## config.mk

```make
export PLATFORM = sky130hd
export DESIGN_NAME = timer16_count_modes
export DESIGN_NICKNAME = d
export VERILOG_FILES = /design/src/design/timer16_prescaler.v /design/src/design/timer16_count_modes.v
export VERILOG_INCLUDE_DIRS = /design/src /design/src/design
export SDC_FILE = /design/constraint.sdc
export NUM_CORES = 1
export LEC_CHECK = 0
export CAP_MARGIN = 20
export CORE_MARGIN = 10
export CORE_UTILIZATION = 45
export DETAILED_ROUTE_END_ITERATION = 12
export DONT_BUFFER_PORTS = 1
export SKIP_CTS_REPAIR_TIMING = 1
export SYNTH_ARGS = -nofsm -noshare
export SYNTH_HDL_FRONTEND = slang
export SYNTH_HIERARCHICAL = 1
export SYNTH_SLANG_ARGS = --single-unit
```

## constraint.sdc

```tcl
create_clock -name clk -period 3.39 [get_ports clk]
set_input_delay 0.5085 -clock clk [delete_from_list [all_inputs] [get_ports clk]]
set_output_delay 0.5085 -clock clk [all_outputs]
set_load 0.02 [all_outputs]
```

## src/design/timer16_defs.vh

```
// constants for the 16-bit timer counting and waveform logic
`ifndef TIMER16_DEFS_VH
`define TIMER16_DEFS_VH
`define MODE_NORMAL     4'h0
`define MODE_FAST8      4'h5
`define MODE_FAST9      4'h6
`define MODE_FAST10     4'h7
`define MODE_CTC_CMPA   4'h4
`define MODE_CTC_CAPT   4'hc
`define MODE_FAST_CAPT  4'he
`define MODE_FAST_CMPA  4'hf
`define TOP_FIXED8      16'h00ff
`define TOP_FIXED9      16'h01ff
`define TOP_FIXED10     16'h03ff
`define COUNT_MAX       16'hffff
`define COUNT_BOTTOM    16'h0000
`define ACT_NONE        2'h0
`define ACT_TOGGLE      2'h1
`define ACT_CLEAR       2'h2
`define ACT_SET         2'h3
`define PRE_STOP        3'h0
`define PRE_DIV1        3'h1
`define PRE_DIV8        3'h2
`define PRE_DIV64       3'h3
`define PRE_DIV256      3'h4
`define PRE_DIV1024     3'h5
`define DIV8_LAST       10'h007
`define DIV64_LAST      10'h03f
`define DIV256_LAST     10'h0ff
`define DIV1024_LAST    10'h3ff
`endif

```

## src/design/timer16_prescaler.v

```verilog
// prescaler producing the timer clock enable from the i/o clock
`timescale 1ns/1ps
`include "timer16_defs.vh"
module timer16_prescaler
(
  input  wire       clk,        // i/o clock
  input  wire       rstn,       // async reset, active low
  input  wire [2:0] clockSel,   // prescaler select
  output reg        tickEn      // one-cycle timer clock enable
);

  reg  [9:0] div_reg;
  reg  [9:0] lastVal;

  ////////////////////////////////////////////////////////////////////////////
  // terminal count for the chosen division
  always @*
  begin
    case (clockSel)
      `PRE_DIV8:    lastVal = `DIV8_LAST;
      `PRE_DIV64:   lastVal = `DIV64_LAST;
      `PRE_DIV256:  lastVal = `DIV256_LAST;
      `PRE_DIV1024: lastVal = `DIV1024_LAST;
      default:      lastVal = 10'h000;
    endcase
  end

  // free divider; stop or reserved selects give no ticks
  always @(posedge clk or negedge rstn)
  begin
    if (!rstn)
    begin
      div_reg <= 10'h000;
      tickEn  <= 1'b0;
    end
    else if (clockSel == `PRE_STOP || clockSel > `PRE_DIV1024)
    begin
      div_reg <= 10'h000;
      tickEn  <= 1'b0;
    end
    else if (div_reg >= lastVal)
    begin
      div_reg <= 10'h000;
      tickEn  <= 1'b1;                               // [RQ9]
    end
    else
    begin
      div_reg <= div_reg + 10'h001;
      tickEn  <= 1'b0;
    end
  end

endmodule // timer16_prescaler

```

## src/design/timer16_count_modes.v

```verilog
// 16-bit timer counter: normal, clear-on-compare and fast pwm modes
// Notes on behaviour
// [RQ1] mode field alone sets counting; output action only shapes outputs
// [RQ2] mode 0 counts up forever, wrapping from ffff to 0000
// [RQ3] normal mode sets overflow flag when count becomes zero; only set
// [RQ4] software may write the count at any time in normal mode
// [RQ5] ctc clears counter at top: compare-a in mode 4, capture in 12
// [RQ6] ctc sets the flag of whichever register defines top
// [RQ7] ctc top writes act at once; a low top forces wrap first
// [RQ8] ctc action 1 toggles channel a; pin shows it only when output
// [RQ9] timer enable comes from a 1/8/64/256/1024 prescaler
// [RQ10] ctc sets overflow flag when count passes max to zero
// [RQ11] fast pwm counts bottom to top, clears next tick; fixed/reg top
// [RQ12] fast pwm non-inverting clears on match, sets at bottom; inverted
// [RQ13] software keeps a register top at 0003 or more
// [RQ14] fast pwm sets overflow at top, plus the top register flag
// [RQ15] fast pwm sets each channel flag on its compare match
// [RQ16] fixed top masks compare writes above the resolution
// [RQ17] software keeps top at or above every compare value
// [RQ18] capture top is unbuffered in fast pwm; low value forces wrap
// [RQ19] fast pwm compare-a writes buffered, loaded at top with clear
// [RQ20] compare buffering on in pwm modes, off in normal and ctc
// [RQ21] pwm action 2 non-inverted, 3 inverted, 0 leaves output alone
// [RQ22] count write blocks all compare matches in the next timer tick
// [RQ23] all state runs on clk with tick enable; reset clears it; pins, register writes and flag clears act on every clk
`timescale 1ns/1ps
`include "timer16_defs.vh"
module timer16_count_modes
(
  input  wire        clk,          // i/o clock, 40 mhz
  input  wire        rstn,         // async reset, active low
  input  wire [3:0]  waveMode,     // waveform mode field
  input  wire [1:0]  actionA,      // channel a output action field
  input  wire [1:0]  actionB,      // channel b output action field
  input  wire [2:0]  clockSel,     // prescaler select, 0 stops
  input  wire        countWr,      // write strobe for the count
  input  wire [15:0] countWrData,  // value to write to the count
  input  wire        cmpAWr,       // write strobe for compare a
  input  wire        cmpBWr,       // write strobe for compare b
  input  wire        captWr,       // write strobe for capture top
  input  wire [15:0] wrData,       // data for compare/capture writes
  input  wire        ovfClr,       // overflow flag cleared by service
  input  wire        cmpAClr,      // compare a flag clear
  input  wire        cmpBClr,      // compare b flag clear
  input  wire        captClr,      // capture flag clear
  input  wire        pinDirA,      // channel a pin direction, 1 drives
  input  wire        pinDirB,      // channel b pin direction, 1 drives
  output reg  [15:0] count,        // counter value
  output reg  [15:0] cmpA,         // active compare a value
  output reg  [15:0] cmpB,         // active compare b value
  output reg  [15:0] captTop,      // capture top register
  output reg         ovfFlag,      // overflow flag
  output reg         cmpAFlag,     // compare a flag
  output reg         cmpBFlag,     // compare b flag
  output reg         captFlag,     // capture flag
  output reg         outA,         // channel a output register
  output reg         outB,         // channel b output register
  output reg         pinOutA,      // channel a pin level
  output reg         pinOeA,       // channel a pin enable
  output reg         pinOutB,      // channel b pin level
  output reg         pinOeB        // channel b pin enable
);

  wire        tickEn;
  reg  [15:0] cmpABuf_reg;
  reg  [15:0] cmpBBuf_reg;
  reg         block_reg;
  reg  [15:0] top;
  reg         isPwm;
  reg         isCtc;
  reg         topIsCmpA;
  reg         topIsCapt;
  reg  [15:0] wrMasked;
  reg  [15:0] count_next;
  reg         atTop;
  reg         matchA;
  reg         matchB;
  reg         setOvf;
  reg         setA;
  reg         setB;
  reg         setCapt;
  reg         outA_next;
  reg         outB_next;

  ////////////////////////////////////////////////////////////////////////////
  // timer clock enable source
  timer16_prescaler prescaler
  (
    .clk      (clk),
    .rstn     (rstn),
    .clockSel (clockSel),
    .tickEn   (tickEn)
  );

  ////////////////////////////////////////////////////////////////////////////
  // fixed-top mask for the fast pwm fixed resolutions
  function [15:0] fixMask;
    input [3:0]  mode;
    input [15:0] val;
    begin
      case (mode)
        `MODE_FAST8:  fixMask = val & `TOP_FIXED8;   // [RQ16]
        `MODE_FAST9:  fixMask = val & `TOP_FIXED9;   // [RQ16]
        `MODE_FAST10: fixMask = val & `TOP_FIXED10;  // [RQ16]
        default:      fixMask = val;
      endcase
    end
  endfunction

  // waveform action in pwm: next level on match or bottom
  function pwmLevel;
    input [1:0] act;
    input       atMatch;
    input       cur;
    begin
      case (act)
        `ACT_CLEAR: pwmLevel = ~atMatch;             // [RQ12] [RQ21]
        `ACT_SET:   pwmLevel = atMatch;              // [RQ12] [RQ21]
        default:    pwmLevel = cur;                  // [RQ21]
      endcase
    end
  endfunction

  // non-pwm action on a compare match
  function cmpLevel;
    input [1:0] act;
    input       cur;
    begin
      case (act)
        `ACT_TOGGLE: cmpLevel = ~cur;                // [RQ8]
        `ACT_CLEAR:  cmpLevel = 1'b0;
        `ACT_SET:    cmpLevel = 1'b1;
        default:     cmpLevel = cur;
      endcase
    end
  endfunction

  ////////////////////////////////////////////////////////////////////////////
  // mode decode: top source and buffering depend on the mode only
  always @*
  begin
    isPwm     = 1'b0;
    isCtc     = 1'b0;
    topIsCmpA = 1'b0;
    topIsCapt = 1'b0;
    top       = `COUNT_MAX;                          // [RQ1] [RQ2]
    case (waveMode)
      `MODE_CTC_CMPA:
      begin
        isCtc     = 1'b1;
        topIsCmpA = 1'b1;
        top       = cmpA;                            // [RQ5]
      end
      `MODE_CTC_CAPT:
      begin
        isCtc     = 1'b1;
        topIsCapt = 1'b1;
        top       = captTop;                         // [RQ5]
      end
      `MODE_FAST8:
      begin
        isPwm = 1'b1;
        top   = `TOP_FIXED8;                         // [RQ11]
      end
      `MODE_FAST9:
      begin
        isPwm = 1'b1;
        top   = `TOP_FIXED9;                         // [RQ11]
      end
      `MODE_FAST10:
      begin
        isPwm = 1'b1;
        top   = `TOP_FIXED10;                        // [RQ11]
      end
      `MODE_FAST_CAPT:
      begin
        isPwm     = 1'b1;
        topIsCapt = 1'b1;
        top       = captTop;                         // [RQ11] [RQ18]
      end
      `MODE_FAST_CMPA:
      begin
        isPwm     = 1'b1;
        topIsCmpA = 1'b1;
        top       = cmpA;                            // [RQ11]
      end
      default:
      begin
        top = `COUNT_MAX;
      end
    endcase
  end

  ////////////////////////////////////////////////////////////////////////////
  // next count, matches and flag events for one timer tick
  // a top below the count is simply missed, so the count wraps at ffff
  always @*
  begin
    wrMasked  = fixMask(waveMode, wrData);
    atTop     = (count == top) && !block_reg;        // [RQ22]
    matchA    = (count == cmpA) && !block_reg;       // [RQ22]
    matchB    = (count == cmpB) && !block_reg;       // [RQ22]
    setOvf    = 1'b0;
    setA      = 1'b0;
    setB      = 1'b0;
    setCapt   = 1'b0;
    count_next = count + 16'h0001;                   // [RQ2] [RQ7] [RQ18]
    if ((isCtc || isPwm) && atTop)
    begin
      count_next = `COUNT_BOTTOM;                    // [RQ5] [RQ11]
      setA       = topIsCmpA;                        // [RQ6] [RQ14]
      setCapt    = topIsCapt;                        // [RQ6] [RQ14]
    end
    if (isPwm)
    begin
      setOvf = atTop;                                // [RQ14]
      setA   = setA | matchA;                        // [RQ15]
      setB   = matchB;                               // [RQ15]
    end
    else
    begin
      setOvf = (count == `COUNT_MAX);                // [RQ3] [RQ10]
      setA   = setA | (matchA && !topIsCmpA);
      setB   = matchB;
    end
    outA_next = outA;
    outB_next = outB;
    if (isPwm)
    begin
      if (topIsCmpA && actionA == `ACT_TOGGLE)
      begin
        if (matchA)
          outA_next = ~outA;
      end
      else if (matchA)
        outA_next = pwmLevel(actionA, 1'b1, outA);   // [RQ12]
      else if (atTop)
        outA_next = pwmLevel(actionA, 1'b0, outA);   // [RQ12]
      if (matchB)
        outB_next = pwmLevel(actionB, 1'b1, outB);   // [RQ12]
      else if (atTop)
        outB_next = pwmLevel(actionB, 1'b0, outB);   // [RQ12]
    end
    else
    begin
      if (matchA)
        outA_next = cmpLevel(actionA, outA);         // [RQ8]
      if (matchB)
        outB_next = cmpLevel(actionB, outB);
    end
  end

  ////////////////////////////////////////////////////////////////////////////
  // counter and compare-block flag; a write wins over counting
  always @(posedge clk or negedge rstn)
  begin
    if (!rstn)
    begin
      count     <= `COUNT_BOTTOM;                    // [RQ23]
      block_reg <= 1'b0;
    end
    else if (countWr)
    begin
      count     <= countWrData;                      // [RQ4]
      block_reg <= 1'b1;                             // [RQ22]
    end
    else if (tickEn)
    begin
      count     <= count_next;                       // [RQ9] [RQ23]
      block_reg <= 1'b0;                             // [RQ22]
    end
  end

  ////////////////////////////////////////////////////////////////////////////
  // compare and capture registers with pwm double buffering
  always @(posedge clk or negedge rstn)
  begin
    if (!rstn)
    begin
      cmpA        <= 16'h0000;
      cmpB        <= 16'h0000;
      cmpABuf_reg <= 16'h0000;
      cmpBBuf_reg <= 16'h0000;
      captTop     <= 16'h0000;
    end
    else
    begin
      if (captWr)
        captTop <= wrData;                           // [RQ7] [RQ18]
      if (cmpAWr)
        cmpABuf_reg <= wrMasked;                     // [RQ16] [RQ19]
      if (cmpBWr)
        cmpBBuf_reg <= wrMasked;                     // [RQ16]
      if (!isPwm)
      begin
        if (cmpAWr)
          cmpA <= wrMasked;                          // [RQ20] [RQ7]
        if (cmpBWr)
          cmpB <= wrMasked;                          // [RQ20]
      end
      else if (tickEn && !countWr && atTop)
      begin
        cmpA <= cmpABuf_reg;                         // [RQ19] [RQ20]
        cmpB <= cmpBBuf_reg;                         // [RQ20]
      end
    end
  end

  ////////////////////////////////////////////////////////////////////////////
  // flags: hardware set wins over a clear in the same cycle
  always @(posedge clk or negedge rstn)
  begin
    if (!rstn)
    begin
      ovfFlag  <= 1'b0;                              // [RQ23]
      cmpAFlag <= 1'b0;
      cmpBFlag <= 1'b0;
      captFlag <= 1'b0;
    end
    else
    begin
      if (tickEn && !countWr && setOvf)
        ovfFlag <= 1'b1;                             // [RQ3] [RQ10] [RQ14]
      else if (ovfClr)
        ovfFlag <= 1'b0;                             // [RQ3]
      if (tickEn && !countWr && setA)
        cmpAFlag <= 1'b1;                            // [RQ6] [RQ15]
      else if (cmpAClr)
        cmpAFlag <= 1'b0;
      if (tickEn && !countWr && setB)
        cmpBFlag <= 1'b1;                            // [RQ15]
      else if (cmpBClr)
        cmpBFlag <= 1'b0;
      if (tickEn && !countWr && setCapt)
        captFlag <= 1'b1;                            // [RQ6] [RQ14]
      else if (captClr)
        captFlag <= 1'b0;
    end
  end

  ////////////////////////////////////////////////////////////////////////////
  // output registers and pins; the pin shows the output only when driven
  always @(posedge clk or negedge rstn)
  begin
    if (!rstn)
    begin
      outA    <= 1'b0;                               // [RQ23]
      outB    <= 1'b0;
      pinOutA <= 1'b0;
      pinOeA  <= 1'b0;
      pinOutB <= 1'b0;
      pinOeB  <= 1'b0;
    end
    else
    begin
      if (tickEn && !countWr)
      begin
        outA <= outA_next;                           // [RQ1] [RQ23]
        outB <= outB_next;
      end
      pinOutA <= outA;                               // [RQ8]
      pinOeA  <= pinDirA;                            // [RQ8]
      pinOutB <= outB;
      pinOeB  <= pinDirB;
    end
  end

endmodule // timer16_count_modes

```

==> summary.txt <==
Run status
  – Status: complete, no violations

Clock network
  – CTS Buffer Depth: 2
  – Clock slew at reported path FFs: 0.05 ns
  – Clock Tree Root: clkbuf_16
  – # H-tree levels: 4
  – Worst-skew pair later-pin latency: 0.43 ns
  – TritonCTS clock tree: done
  – CTS buffer count: 17
  – CTS sink cnt: 118

Yosys
  – Post-Syn Nets: 815
  – Mapped Cells: 746
  – Cell area after synthesis: 7180 sq um
  – Asr flop ratio synth: 100%
  – Syn_area_per_cell: 9.63 sq um
  – Post-synth top area share: 41.1%
  – Register bit total from synthesis: 118
  – EDFF count, synth: 0
  – Post-synth cell types: 61
  – Yosys warns: 6
  – Largest area contributor in the netlist: dfrtp_1
  – Sequential fraction of the synthesis area: 41.1%
  – Synth Flop Type: dfrtp_1
  – Post-synth top cells: dfrtp_1, nand2_1, mux2_2
  – Ranking of synthesized cells by area: dfrtp_1, mux2_2, nand2_1
  – Most frequent cell after synthesis: dfrtp_1

Route
  – DR DRC count: 0
  – Total iterations of the first detailed-routing run: 5
  – Post-route ant nets: 0
  – Starting DRT DRC Count: 528
  – Drt wl/cell: 22.7 um
  – Final WL: 21.9 mm
  – Post-DR vias/cell: 6.01
  – Detailed-route via count: 5794

STA
  – # setup viols final: 0
  – Tcrit/Tclk final: 87.8%
  – Setup TNS: 0 ns
  – Slew @ Worst Pin: 0.717 ns
  – Final worst path period need: 2.98 ns
  – Setup ws final: 0.414 ns
  – Fmax: 336 MHz
  – Max-slew violation count: 0
  – Rel. slew slack: 52.0%
  – Fin Clk Skew: 0.00842 ns
  – RSZ-0062 raised after global routing: no
  – Fin Hold WS: 0.0245 ns
  – Hold Vio Cnt, Final: 0

GRT
  – GR Util met1: 25.1%
  – Number of global-route vias before repair: 5706
  – Gr usage total: 20.4%
  – Pin count of the biggest net entering global routing: 119
  – GR met3 Demand/Resource: 7.69%
  – Remaining global-route overflow: 0
  – Grt met2 use: 32.1%
  – Initial antenna violation count: 0
  – Busiest metal layer after global routing: met2
  – Global-route wire length before repair: 34.1 mm

Power
  – Peak VDD IR: 0.502 mV
  – Leakage power: 3.45 nW
  – PwrDens: 594 nW/um^2

Die
  – Die Footprint: 21400 sq um
  – Core Area: 15800 sq um
  – Boundary Pins: 129
  – Cell Rows: 46
  – Initial Utilization: 45.5%
  – Die Y-Extent: 146 um
  – Die Wd: 146 um

Critical path
  – Number of cells on the critical path: 8
  – Req. time, crit path: 3.73 ns
  – Crit. Startpoint: cmpA[4]$_DFFE_PN0P_
  – R2R Setup Slk: 0.41 ns
  – Critical-path cell list: and4b_1 > or4_1 > a21boi_0 > a211o_1 > nand4_1 > o41ai_1 > a21oi_1 > a31oi_1
  – Startpoint Class: register
  – Worst R2R End: outA$_DFFE_PN0P_
  – Worst endpoint data arrival time: 3.32 ns
  – Reg-to-reg startpoint: cmpA[4]$_DFFE_PN0P_
  – Setup crit end: outA$_DFFE_PN0P_
  – Critical path peak fanout: 5
  – FF-to-FF path depth: 8
  – WS Path Type: reg2reg
  – Element type at the critical path end: register
  – Top delay family on crit path: compound AO/OA/AOI/OAI gates
  – Buf/Inv on CP: 0
  – Critical path's largest stage delay: 0.67 ns
  – Slowest CP cell: o41ai_1

Placed design
  – RD Place Congestion: 0.936
  – DP Worst Slack: 0.278 ns
  – Number of port buffers: 0
  – DP HPWL: 16.3 mm

Cells and area
  – Storage element area: 2950 sq um
  – Layout cell share with drive strength beyond 1: 18.9%
  – # fillers: 1495
  – Final nets: 805
  – Area of the multi-input gates: 3860 sq um
  – Post-layout util: 50.9%
  – Area Growth Syn to Fin: 11.7%
  – Antenna diodes: 0

Worst hold path
  – Worst Hold Class: in2async

Job
  – Max_cap viols: 0
==> worst min-delay path by stage <==
stage               from               endpoint  slack (ns)  depth (start not counted)
floorplan           rstn  block_reg$_DFFE_PN0P_        0.21                          0
global route        rstn   count[4]$_DFFE_PN0P_        0.09                          1
CTS                 rstn   count[6]$_DFFE_PN0P_       -0.23                          0
global placement    rstn   count[6]$_DFFE_PN0P_        0.22                          0
finish              rstn   count[4]$_DFFE_PN0P_        0.02                          1
detailed placement  rstn   count[6]$_DFFE_PN0P_        0.22                          0
==> cells in the final DEF (no fill, tap or decap), types with 9 or more instances in the layout <==
master     count
nand2_1       89
nor4_1        20
buf_4         25
nand2b_1      15
nor3_1        23
mux2_4        20
dfrtp_1      118
o211ai_1      14
inv_1         33
nor2_1        26
ha_1          14
a21oi_1       16
xor2_1        35
mux2_2        49
nand3_1       26
o21ai_0       45
nand4_1        9
nor3b_1       15
clkbuf_16     17
xnor2_1       18
==> per-layer routing <==
metal / vias up / routed length [um]
met3: 42 / 1990
met5: - / 0
li1: 2659 / -
met1: 2891 / 9080
met4: 0 / 553
met2: 202 / 10200
==> through the flow <==
| stage | cells | cell area [sq um] | total power, mW |
|---|---|---|---|
| final | 964 | 8020 | 4.77 |
| after global routing | 964 | 8020 | 4.99 |
| after CTS | 963 | 8000 | 4.77 |
| after detailed placement | 932 | 7400 | 2.94 |
| after global placement | 932 | 7400 | 2.92 |
| after floorplan | 746 | 7180 | 2.63 |
==> layout make-up <==
class	count	share of cell area [%]
sequential	118	36.8
clock inverter	12	1.92
clock buffer	19	5.52
tap	216	3.37
timing repair buffer	26	2.68
multi-input combinational	540	48.2
inverter	33	1.54
==> cells by family after synthesis <==
family	share of synthesized area, %
and+or+nand+nor	21.4
DFF	41.1
adders and majority gates	2.44
xor gates and xnor gates	6.46
muxes	12.0
buffers and inverters	5.10
AOI/OAI and AO/OA	11.5
==> worst register-to-register path, cell delays in order, from the launching register on <==
cell and delay [ns]:
dfrtp_1 0.56, and4b_1 0.28, or4_1 0.49, a21boi_0 0.17, a211o_1 0.16, nand4_1 0.22, o41ai_1 0.68, a21oi_1 0.17
a31oi_1 0.17
==> where the power goes <==
part           internal, mW  total [mW]  switching [mW]
Sequential             1.59        2.00           0.409
Clock                  1.17        1.82           0.650
Combinational         0.447       0.953           0.506
Note: power is estimated with default switching activity, not from simulation.
